===== config.mk =====
export PLATFORM = sky130hd
export DESIGN_NAME = lpm_ctrl
export DESIGN_NICKNAME = d
export VERILOG_FILES = /design/src/rtl/lpm_pkg.sv /design/src/rtl/lpm_log_if.sv /design/src/rtl/lpm_log_mem.sv /design/src/rtl/lpm_ctrl.sv
export VERILOG_INCLUDE_DIRS = /design/src /design/src/rtl
export SDC_FILE = /design/constraint.sdc
export NUM_CORES = 1
export LEC_CHECK = 0
export BUFFER_PORTS_ARGS = -buffer_cell sky130_fd_sc_hd__buf_2
export CAP_MARGIN = 0
export CORE_UTILIZATION = 25
export CTS_CLUSTER_DIAMETER = 40
export DETAILED_ROUTE_END_ITERATION = 8
export PLACE_DENSITY = 0.45
export SYNTH_ARGS = -nofsm -noshare
export SYNTH_HDL_FRONTEND = slang
export SYNTH_SLANG_ARGS = --single-unit

===== constraint.sdc =====
create_clock -name clk_i -period 2.6 [get_ports clk_i]
set_clock_uncertainty 0.2 [all_clocks]
set_input_delay 0.26 -clock clk_i [delete_from_list [all_inputs] [get_ports clk_i]]
set_output_delay 0.26 -clock clk_i [all_outputs]
set_load 0.005 [all_outputs]

===== src/rtl/lpm_map.svh =====
// constants for the low-power and mode controller
`ifndef LPM_MAP_SVH
`define LPM_MAP_SVH
// mode strap encodings {mode_pin_b, mode_pin_a}
`define LPM_STRAP_BOOT 2'h0
`define LPM_STRAP_TEST 2'h1
`define LPM_STRAP_SINGLE 2'h2
`define LPM_STRAP_EXPANDED 2'h3
// wake cause codes
`define LPM_CAUSE_NONE 3'h0
`define LPM_CAUSE_RESET 3'h1
`define LPM_CAUSE_NMI 3'h2
`define LPM_CAUSE_IRQ 3'h3
`define LPM_CAUSE_WDOG 3'h4
`define LPM_CAUSE_CMON 3'h5
`define LPM_CAUSE_RESUME 3'h6
// event log depth
`define LPM_LOG_DEPTH 8
`define LPM_LOG_AW 3
`endif


===== src/rtl/lpm_pkg.sv =====
// types for the low-power and mode controller
package lpm_pkg;
  typedef enum logic [1:0] {
    LPM_MODE_BOOT,
    LPM_MODE_TEST,
    LPM_MODE_SINGLE,
    LPM_MODE_EXPANDED
  } lpm_mode_e;
  typedef enum logic [1:0] {
    LPM_RUN,
    LPM_HALT,
    LPM_SLEEP
  } lpm_state_e;
endpackage


===== src/rtl/lpm_log_if.sv =====
// write and read ports of the wake event log
interface lpm_log_if;
  logic wr_en;
  logic [2:0] wr_addr;
  logic [2:0] wr_data;
  logic [2:0] rd_addr;
  logic [2:0] rd_data;
  modport ctl (output wr_en, output wr_addr, output wr_data, output rd_addr, input rd_data);
  modport mem (input wr_en, input wr_addr, input wr_data, input rd_addr, output rd_data);
endinterface


===== src/rtl/lpm_log_mem.sv =====
// small memory holding the most recent wake causes
`include "lpm_map.svh"
module lpm_log_mem (
  // clock and reset
  input wire logic clk_i,
  input wire logic sys_rst_i,
  input wire logic ce_i,
  // access port
  lpm_log_if.mem log
);
  logic [2:0] cells [`LPM_LOG_DEPTH];
  logic [2:0] rd_q;

  // storage write, no reset on the array
  always_ff @(posedge clk_i) begin
    if (ce_i && log.wr_en) begin
      cells[log.wr_addr] <= log.wr_data;
    end
  end

  // registered read data
  always_ff @(posedge clk_i or posedge sys_rst_i) begin
    if (sys_rst_i) begin
      rd_q <= `LPM_CAUSE_NONE;
    end else if (ce_i) begin
      rd_q <= cells[log.rd_addr];
    end
  end

  assign log.rd_data = rd_q;
endmodule // lpm_log_mem


===== src/rtl/lpm_ctrl.sv =====
// low-power state and operating mode controller for the processor core
//
// What this block does
// enabled deep halt instruction stops all processor clocks until a wake event
// with clock monitor enabled, clocks stopping by deep halt raise a reset
// deep halt ends on low reset, maskable or nonmaskable interrupt pin
// reset pin wake runs the normal reset start-up sequence
// nonmaskable wake with nmi_mask clear services interrupt then resumes after halt
// nonmaskable wake with nmi_mask set resumes at next instruction, no interrupt
// maskable pin wakes halt only with maskable_gate clear, then runs its handler
// deep halt is a no-operation while halt_gate is set
// idle sleep keeps clocks running, stacks machine state, stops instruction processing
// idle sleep ends only on unmasked interrupt or low reset pin
// watchdog, clock monitor, maskable and nonmaskable pins can end idle sleep
// after idle sleep wake, run matching handler then continue after idle_sleep
// software should turn clock monitor off around deep halt
// exactly four operating modes are supported
// mode is chosen from the two strap pins mode_pin_a and mode_pin_b
// expanded mode uses separate address and data lines for external memory
// single chip mode addresses no external memory
// board holds mode_pin_a high; mode_pin_b low selects test recovery mode
// a masked interrupt never ends idle sleep; state stays stacked
`include "lpm_map.svh"
module lpm_ctrl (
  // clock, reset, enable
  input wire logic clk_i,
  input wire logic sys_rst_i,
  input wire logic ce_i,
  // external pins, reset and interrupt pins active low, strap pins active high
  input wire logic reset_pin_n_i,
  input wire logic maskable_int_pin_n_i,
  input wire logic nonmaskable_int_pin_n_i,
  input wire logic mode_pin_a_i,
  input wire logic mode_pin_b_i,
  // internal event sources
  input wire logic watchdog_miss_i,
  input wire logic clock_fail_i,
  input wire logic clock_monitor_en_i,
  // condition_code_register flags
  input wire logic halt_gate_i,
  input wire logic maskable_gate_i,
  input wire logic nmi_mask_i,
  // instruction decode strobes from the core
  input wire logic deep_halt_exec_i,
  input wire logic idle_sleep_exec_i,
  input wire logic stack_done_i,
  // core control
  output logic clocks_run_o,
  output logic stack_state_o,
  output logic core_stall_o,
  output logic reset_req_o,
  output logic take_nmi_o,
  output logic take_irq_o,
  output logic take_wdog_o,
  output logic take_cmon_o,
  output logic resume_o,
  // operating mode
  output logic [1:0] op_mode_o,
  output logic ext_bus_en_o,
  output logic addr_mux_en_o,
  // status
  output logic [1:0] lp_state_o,
  output logic [2:0] last_cause_o
);
  // --------------------------------------------------------------
  // state and wake decode
  // --------------------------------------------------------------
  lpm_pkg::lpm_state_e state;
  lpm_pkg::lpm_state_e next_state;
  logic stacked;
  logic strap_taken;
  logic strap_load;
  logic halt_wake_nmi;
  logic halt_wake_irq;
  logic sleep_wake_nmi;
  logic sleep_wake_irq;
  logic sleep_wake_wdog;
  logic sleep_wake_cmon;
  logic [2:0] next_cause;
  logic [`LPM_LOG_AW-1:0] log_ptr;
  lpm_log_if log_bus ();

  // wake qualifiers for each low-power state
  assign halt_wake_nmi = !nonmaskable_int_pin_n_i;
  assign halt_wake_irq = !maskable_int_pin_n_i && !maskable_gate_i;
  assign sleep_wake_nmi = !nonmaskable_int_pin_n_i && !nmi_mask_i;
  assign sleep_wake_irq = !maskable_int_pin_n_i && !maskable_gate_i;
  assign sleep_wake_wdog = watchdog_miss_i;
  assign sleep_wake_cmon = clock_fail_i;

  // next state and wake cause
  always_comb begin
    next_state = state;
    next_cause = `LPM_CAUSE_NONE;
    unique case (state)
      lpm_pkg::LPM_RUN: begin
        if (deep_halt_exec_i && !halt_gate_i) begin
          next_state = lpm_pkg::LPM_HALT;
        end else if (idle_sleep_exec_i) begin
          next_state = lpm_pkg::LPM_SLEEP;
        end
      end
      lpm_pkg::LPM_HALT: begin
        if (!reset_pin_n_i) begin
          next_state = lpm_pkg::LPM_RUN;
          next_cause = `LPM_CAUSE_RESET;
        end else if (halt_wake_nmi) begin
          next_state = lpm_pkg::LPM_RUN;
          next_cause = nmi_mask_i ? `LPM_CAUSE_RESUME : `LPM_CAUSE_NMI;
        end else if (halt_wake_irq) begin
          next_state = lpm_pkg::LPM_RUN;
          next_cause = `LPM_CAUSE_IRQ;
        end
      end
      lpm_pkg::LPM_SLEEP: begin
        if (!reset_pin_n_i) begin
          next_state = lpm_pkg::LPM_RUN;
          next_cause = `LPM_CAUSE_RESET;
        end else if (stacked) begin
          if (sleep_wake_nmi) begin
            next_state = lpm_pkg::LPM_RUN;
            next_cause = `LPM_CAUSE_NMI;
          end else if (sleep_wake_irq) begin
            next_state = lpm_pkg::LPM_RUN;
            next_cause = `LPM_CAUSE_IRQ;
          end else if (sleep_wake_wdog) begin
            next_state = lpm_pkg::LPM_RUN;
            next_cause = `LPM_CAUSE_WDOG;
          end else if (sleep_wake_cmon) begin
            next_state = lpm_pkg::LPM_RUN;
            next_cause = `LPM_CAUSE_CMON;
          end
        end
      end
      default: begin
        next_state = lpm_pkg::LPM_RUN;
      end
    endcase
  end

  // --------------------------------------------------------------
  // state registers
  // --------------------------------------------------------------

  // low-power state
  always_ff @(posedge clk_i or posedge sys_rst_i) begin
    if (sys_rst_i) begin
      state <= lpm_pkg::LPM_RUN;
    end else if (ce_i) begin
      state <= next_state;
    end
  end

  // stacked flag, cleared on the leaving edge so a quick re-entry stacks again
  always_ff @(posedge clk_i or posedge sys_rst_i) begin
    if (sys_rst_i) begin
      stacked <= 1'b0;
    end else if (ce_i) begin
      if (next_state != lpm_pkg::LPM_SLEEP) begin
        stacked <= 1'b0;
      end else if (state == lpm_pkg::LPM_SLEEP && stack_done_i) begin
        stacked <= 1'b1;
      end
    end
  end

  // clock gate, clocks stop only in deep halt
  always_ff @(posedge clk_i or posedge sys_rst_i) begin
    if (sys_rst_i) begin
      clocks_run_o <= 1'b1;
    end else if (ce_i) begin
      clocks_run_o <= (next_state != lpm_pkg::LPM_HALT);
    end
  end

  // stacking request, held until the core reports the state pushed
  always_ff @(posedge clk_i or posedge sys_rst_i) begin
    if (sys_rst_i) begin
      stack_state_o <= 1'b0;
    end else if (ce_i) begin
      stack_state_o <= (next_state == lpm_pkg::LPM_SLEEP) && !stacked && !stack_done_i;
    end
  end

  // instruction stall in either low-power state
  always_ff @(posedge clk_i or posedge sys_rst_i) begin
    if (sys_rst_i) begin
      core_stall_o <= 1'b0;
    end else if (ce_i) begin
      core_stall_o <= (next_state != lpm_pkg::LPM_RUN);
    end
  end

  // reset request: reset pin wake or monitored clock stop
  always_ff @(posedge clk_i or posedge sys_rst_i) begin
    if (sys_rst_i) begin
      reset_req_o <= 1'b0;
    end else if (ce_i) begin
      reset_req_o <= (next_cause == `LPM_CAUSE_RESET) ||
                     (state == lpm_pkg::LPM_RUN && next_state == lpm_pkg::LPM_HALT
                      && clock_monitor_en_i);
    end
  end

  // one-cycle vector strobes on an interrupting wake
  always_ff @(posedge clk_i or posedge sys_rst_i) begin
    if (sys_rst_i) begin
      take_nmi_o <= 1'b0;
      take_irq_o <= 1'b0;
      take_wdog_o <= 1'b0;
      take_cmon_o <= 1'b0;
    end else if (ce_i) begin
      take_nmi_o <= (next_cause == `LPM_CAUSE_NMI);
      take_irq_o <= (next_cause == `LPM_CAUSE_IRQ);
      take_wdog_o <= (next_cause == `LPM_CAUSE_WDOG);
      take_cmon_o <= (next_cause == `LPM_CAUSE_CMON);
    end
  end

  // one-cycle resume strobe when a masked nonmaskable wake skips the handler
  always_ff @(posedge clk_i or posedge sys_rst_i) begin
    if (sys_rst_i) begin
      resume_o <= 1'b0;
    end else if (ce_i) begin
      resume_o <= (next_cause == `LPM_CAUSE_RESUME);
    end
  end

  // last wake cause status
  always_ff @(posedge clk_i or posedge sys_rst_i) begin
    if (sys_rst_i) begin
      last_cause_o <= `LPM_CAUSE_NONE;
    end else if (ce_i && next_cause != `LPM_CAUSE_NONE) begin
      last_cause_o <= next_cause;
    end
  end

  assign lp_state_o = state;

  // --------------------------------------------------------------
  // operating mode straps
  // --------------------------------------------------------------

  // straps followed while the reset pin is low and on the first edge after reset
  assign strap_load = !strap_taken || !reset_pin_n_i;

  // capture armed until the reset pin is seen high
  always_ff @(posedge clk_i or posedge sys_rst_i) begin
    if (sys_rst_i) begin
      strap_taken <= 1'b0;
    end else if (ce_i && strap_load) begin
      strap_taken <= reset_pin_n_i;
    end
  end

  // operating mode straight from the two strap pins
  always_ff @(posedge clk_i or posedge sys_rst_i) begin
    if (sys_rst_i) begin
      op_mode_o <= lpm_pkg::LPM_MODE_EXPANDED;
    end else if (ce_i && strap_load) begin
      op_mode_o <= {mode_pin_b_i, mode_pin_a_i};
    end
  end

  // external memory bus in every mode but single chip
  always_ff @(posedge clk_i or posedge sys_rst_i) begin
    if (sys_rst_i) begin
      ext_bus_en_o <= 1'b0;
    end else if (ce_i && strap_load) begin
      ext_bus_en_o <= ({mode_pin_b_i, mode_pin_a_i} != `LPM_STRAP_SINGLE);
    end
  end

  // address and data lines stay separate in every mode
  always_ff @(posedge clk_i or posedge sys_rst_i) begin
    if (sys_rst_i) begin
      addr_mux_en_o <= 1'b0;
    end else if (ce_i) begin
      addr_mux_en_o <= 1'b0;
    end
  end

  // --------------------------------------------------------------
  // wake event log
  // --------------------------------------------------------------

  // append each wake cause to the log
  always_ff @(posedge clk_i or posedge sys_rst_i) begin
    if (sys_rst_i) begin
      log_ptr <= '0;
    end else if (ce_i && next_cause != `LPM_CAUSE_NONE) begin
      log_ptr <= log_ptr + 1'b1;
    end
  end

  assign log_bus.wr_en = (next_cause != `LPM_CAUSE_NONE);
  assign log_bus.wr_addr = log_ptr;
  assign log_bus.wr_data = next_cause;
  assign log_bus.rd_addr = log_ptr;

  lpm_log_mem u_log (
    .clk_i(clk_i),
    .sys_rst_i(sys_rst_i),
    .ce_i(ce_i),
    .log(log_bus.mem)
  );
endmodule // lpm_ctrl


Word level (Yosys, flattened, before mapping)
Cells that the tools add are included.
- flip-flop bits (word level): 19
- bits in latches: 0
- memory bits (writable): 0
- memory bits (read-only): 0
- bits of input ports: 17
- output and inout bits: 18
- logic and storage cells: 79
- memories: 0
- add/subtract/negate cells: 0
- multiply operators: 0
- div/mod/pow operators: 0
- order comparisons: 0
- equal/unequal tests: 13
- shifts and indexed selects: 0
- muxes and demuxes: 25
- bitwise operators: 0
- reduce and logical (&&, ||, !) cells: 26
- operators by type and width (kind ; count):
    two-way mux 3 bit ; 9
    two-way mux 2 bit ; 12
    logical AND 1 bit ; 10
    == test 3 bit (second input constant) ; 3
    logical NOT 1 bit ; 9
    == test 3 x 2 -> 1 bit (second input constant) ; 2
    one-hot mux 2 bit (3 select lines) ; 1
    one-hot mux 3 bit (2 select lines) ; 1
    == test 2 x 1 -> 1 bit (second input constant) ; 2
    == test 2 bit (second input constant) ; 2
    inequality test 2 bit (second input constant) ; 2
    nonzero test 2 bit ; 2
    == test 3 x 1 -> 1 bit (second input constant) ; 1
    nonzero test 3 bit ; 1
    logical NOT 2 bit ; 1
    logical OR 1 bit ; 2
    two-way mux 1 bit ; 2
    inequality test 2 x 1 -> 1 bit (second input constant) ; 1
    AND reduction 2 bit ; 1

Depth between registers and ports, before layout
- word-level depth: 11
- depth in mapped cells: 7
- depth with buffers taken out: 7

Worst setup path before layout
OpenSTA, ideal clock, no wires.
- path kind: register to register
- from: reg state[0] (netlist: lp_state_o[0])
- to: reg last_cause_o[0]
- setup time: 0.121 ns
- arrival time: 1.538 ns
- required time: 2.279 ns
- slack: 0.741 ns
- cell stages (with the launch flop): 8
- path buffers: 0
- period minus slack after synthesis: 1.859 ns
- path through: dfrtp_1 > inv_2 > ha_1 > nand2_1 > nor3_1 > o21a_1 > o21ai_1 > a22o_1
- word-level cells in the longest chain between the ends: 4
- elaborated cells on any way between the ends: 5
- classes of those cells: 2 x eq/ne; 1 x mux; 2 x reduce/logical
- ends and longest elaborated chain (what ; RTL line ; text):
    from (decl) ; lpm_ctrl.sv:68 ; lpm_pkg::lpm_state_e state;
    from (signal assigned) ; lpm_ctrl.sv:148 ; state <= lpm_pkg::LPM_RUN;
    from (signal assigned) ; lpm_ctrl.sv:150 ; state <= next_state;
    == test 2 bit / == test 2 x 1 -> 1 bit (equally long branches) ; lpm_ctrl.sv:95 ; unique case (state)
    one-hot mux 3 bit (2 select lines) (*) ; lpm_ctrl.sv:95 ;
    nonzero test 3 bit (no line) ; n/a ;
    logical AND 1 bit ; n/a ;
    to (signal assigned) ; lpm_ctrl.sv:232 ; last_cause_o <= `LPM_CAUSE_NONE;
    to (signal assigned) ; lpm_ctrl.sv:234 ; last_cause_o <= next_cause;
    to (decl) ; lpm_ctrl.sv:63 ; output logic [2:0] last_cause_o
Mark *: on every way between the ends. The rest lies on a longest branch, timed or not.
A chain may end at the register's enable or synchronous reset.

Worst setup path in the final report
- from: reg state[1] (netlist: lp_state_o[1])
- to: reg reset_req_o
- word-level cells in the longest chain between the ends: 11
- elaborated cells on any way between the ends: 21
- classes of those cells: 4 x eq/ne; 13 x mux; 4 x reduce/logical
- ends and longest elaborated chain (what ; RTL line ; text):
    two-way mux 2 bit ; lpm_ctrl.sv:129 ; end else if (sleep_wake_cmon) begin
    two-way mux 2 bit ; lpm_ctrl.sv:126 ; end else if (sleep_wake_wdog) begin
    two-way mux 2 bit ; lpm_ctrl.sv:123 ; end else if (sleep_wake_irq) begin
    two-way mux 2 bit ; lpm_ctrl.sv:120 ; if (sleep_wake_nmi) begin
    two-way mux 2 bit ; lpm_ctrl.sv:119 ; end else if (stacked) begin
    two-way mux 2 bit ; lpm_ctrl.sv:116 ; if (!reset_pin_n_i) begin
    one-hot mux 2 bit (3 select lines) ; lpm_ctrl.sv:95 ;
    == test 2 x 1 -> 1 bit ; lpm_ctrl.sv:200 ; (state == lpm_pkg::LPM_RUN && next_state == lpm_pkg::LPM_HALT
    logical AND 1 bit ; lpm_ctrl.sv:200 ;
    logical AND 1 bit ; lpm_ctrl.sv:201 ; && clock_monitor_en_i);
    logical OR 1 bit (*) ; lpm_ctrl.sv:199 ; reset_req_o <= (next_cause == `LPM_CAUSE_RESET) ||
    to (signal assigned) ; lpm_ctrl.sv:199 ;
    to (decl) ; lpm_ctrl.sv:51 ; output logic reset_req_o,
Marked as above.

==> out/results.tsv <==
metric	value	unit
antenna_cells	0	
drc_errors	0	
synth.ff_latch_count	19	
syn_nets	132	
synth.area.top_cells	dfrtp_1 (37%), dfstp_2 (7.2%), ha_1 (4.6%)	
synthMuxAreaShare	4.483	%
p_per_area	787.8	nW/µm²
fin_util	33.10	%
die_h	67.99	µm
synth-compound-area-share	22.64	%
clk_latency	0.25	ns
hold-path-cell-count	3	
rsz0062_at_grt	false	
synthXorXnorAreaFrac	0	%
cts_tree	done	
grt_pass1_wl	4043	µm
post-route-min-period	2.078	ns
fmax	0.4813	GHz
synth_most_common_cell	dfrtp_1	
grt.total_usage	11.82	%
start_util	26.64	%
r2r_end	reset_req_o	
fillCellCount	430	
cts-buffers-inserted	3	
power_leakage	0.6212	nW
cp_data_arrival_time	1.99	ns
io_pins	35	
clkTransAtPathRegs	0.08	ns
drive_gt1_share	34.93	%
path_class	reg -> reg	
path_cells	inv_1 > ha_1 > nand2_1 > a2bb2oi_1 > a21oi_1 > o21ai_1 > o221ai_1	
wirelength	2498	µm
min_to	ext_bus_en_o	
cts_setup_buffers	0	
synth_top_family_by_area	compound AO/OA/AOI/OAI gates	
p_switching	0.3828	mW
drt_iter0_drc	33	
r2r_cells	7	
clockBufferDepth	2	
synthSimpleGateAreaFrac	17.47	%
setup_tns	0	ns
cp-end-kind	flip-flop	
synth_top_area_share	36.78	%
r2r_slack	0.52	ns
antenna_found_initial	0	
dp_hpwl	1847	µm
min-delay-start	mode_pin_a_i	
internal_power	0.6828	mW
status	finished clean	
io_buffers	33	
die_w	67.99	µm
cts.sinks	19	
grt_pass1_vias	848	
crit-reg2reg-launch	lp_state_o[1]	
synth_edf_count	0	
wire_per_inst	12.74	µm
drv_slew	0	
synth_cell_types	42	
cts_hold_buffers	2	
swShare	35.92	%
synthAdderAreaFrac	4.598	%
ctsHtreeMaxLevel	1	
worst_slew_pin_slew	0.7378	ns
syn_inst	111	
setup_viol_count_final	0	
grt_overflow	0	
ys_async_sr_fraction	100.0	%
first_pass_iters	4	
combPwrFrac	39.8	%
nets	168	
crit_fanout	6	
timing.final.crit_share	79.91	%
clock_power_share	19.6	%
cts_root_buf	clkbuf_8	
post_cts_resized	0	
start_kind	flip-flop	
core.rowCount	23	
antenna_left	0	
critical_path_required	2.51	ns
die_area	4622	µm²
routed_via_density	4.673	
syn2layout_area_growth	24.25	%
hold_viol	0	
yosys.area.top_type	dfrtp_1	
relSlewSlack	50.76	%
vias	916	
power_frac_seq	40.6	%
gp_congestion	0.8749	
seq_area_frac_synth	44.02	%
yosysWarnings	0	
syn_avg_cell_area	9.807	µm²
core	4086	µm²
critPathSlowestCell	dfrtp_1	
max-cap-violations	0	
synth_commonest_cells	dfrtp_1 (16), inv_1 (10), nor2_1 (9)	
ys.flop_type	dfrtp_1	
grt_max_degree	27	
cpPeakStageDelay	0.44	ns
ir_worst_vdd	0.2628	mV
synth_area	1089	µm²
min_path_type	in -> reg	
## state kept, by name, indices dropped and copies added (netlist names)
register	cells
take_wdog_o	1
last_cause_o	3
strap_taken	1
stack_state_o	1
op_mode_o	2
lp_state_o	2
take_cmon_o	1
take_nmi_o	1
stacked	1
reset_req_o	1
core_stall_o	1
clocks_run_o	1
take_irq_o	1
resume_o	1
ext_bus_en_o	1
## metal layers
| metal | up-vias | share of wire (%) | GRT usage, % |
|---|---|---|---|
| met2 | 25 | 45 | 18.26 |
| li1 | 460 | - | - |
| met5 | - | 0 | 0 |
| met3 | 2 | 4.9 | 2.167 |
| met4 | 0 | 0.52 | 3.906 |
| met1 | 429 | 49 | 16.45 |
## layout by cell type (no fill, tap or decap), types with 4 or more instances in the layout
cell	netlist	final
inv_1	10	10
o21ai_1	8	8
a21oi_1	4	4
nand2_1	6	6
buf_2	0	33
nor2_1	9	9
dfrtp_1	16	16
ha_1	4	4
## worst max path at each step
| stage | start | to | slack (ns) | depth (start not counted) |
|---|---|---|---|---|
| finish | lp_state_o[1] | reset_req_o | 0.52 | 7 |
| global route | lp_state_o[0] | reset_req_o | 0.32 | 7 |
| CTS | lp_state_o[0] | last_cause_o[0] | 0.52 | 7 |
| detailed placement | lp_state_o[0] | last_cause_o[0] | 0.53 | 7 |
| global placement | lp_state_o[0] | last_cause_o[1] | 0.51 | 7 |
| floorplan | lp_state_o[0] | last_cause_o[0] | 0.74 | 7 |
## power by group through the flow
stage / sequential, mW / clock, mW / combinational, mW
final: 0.433 / 0.209 / 0.424
after global routing: 0.445 / 0.229 / 0.480
after CTS: 0.432 / 0.217 / 0.427
after detailed placement: 0.437 / 0 / 0.420
after global placement: 0.435 / 0 / 0.423
after floorplan: 0.437 / 0 / 0.275
## through the flow
stage                     hold slack (ns)  worst slack [ns]  cell area [µm²]  power (mW)  std cells
after detailed placement           0.2411            0.5266             1287      0.8573        190
after global routing              0.04201            0.3162             1353       1.154        196
after floorplan                  0.008909            0.7410             1089      0.7121        111
final                             0.04584            0.5224             1353       1.066        196
after CTS                         0.04123            0.5207             1353       1.076        196
after global placement             0.2211            0.5073             1287      0.8577        190
## cell families (layout without fill, tap and decap cells)
kind of cell | after synthesis | in the layout
compound gates | 34 | 34
fa+ha+maj | 4 | 4
mux | 4 | 4
flops | 19 | 19
buf+inv | 15 | 50
simple gates | 34 | 34
other cells | 1 | 1
## cell type report
cell class	instances	area [µm²]	area share, %
clock buffer	4	45.04	3.330
sequential	19	479.2	35.43
timing repair buffer	35	185.2	13.69
multi-input combinational	77	539.3	39.87
inverter	11	41.29	3.053
tap	50	62.56	4.625
## worst max-delay path, delay by kind of cell, from the launching register on
family,cells,cell delay (ns)
AO/OA/AOI/OAI,4,0.85
flip-flops,1,0.44
adder cells (fa/ha/maj),1,0.23
buffers and inverters,1,0.11
AND/OR/NAND/NOR,1,0.10
Note: power is estimated with default switching activity, not from simulation.
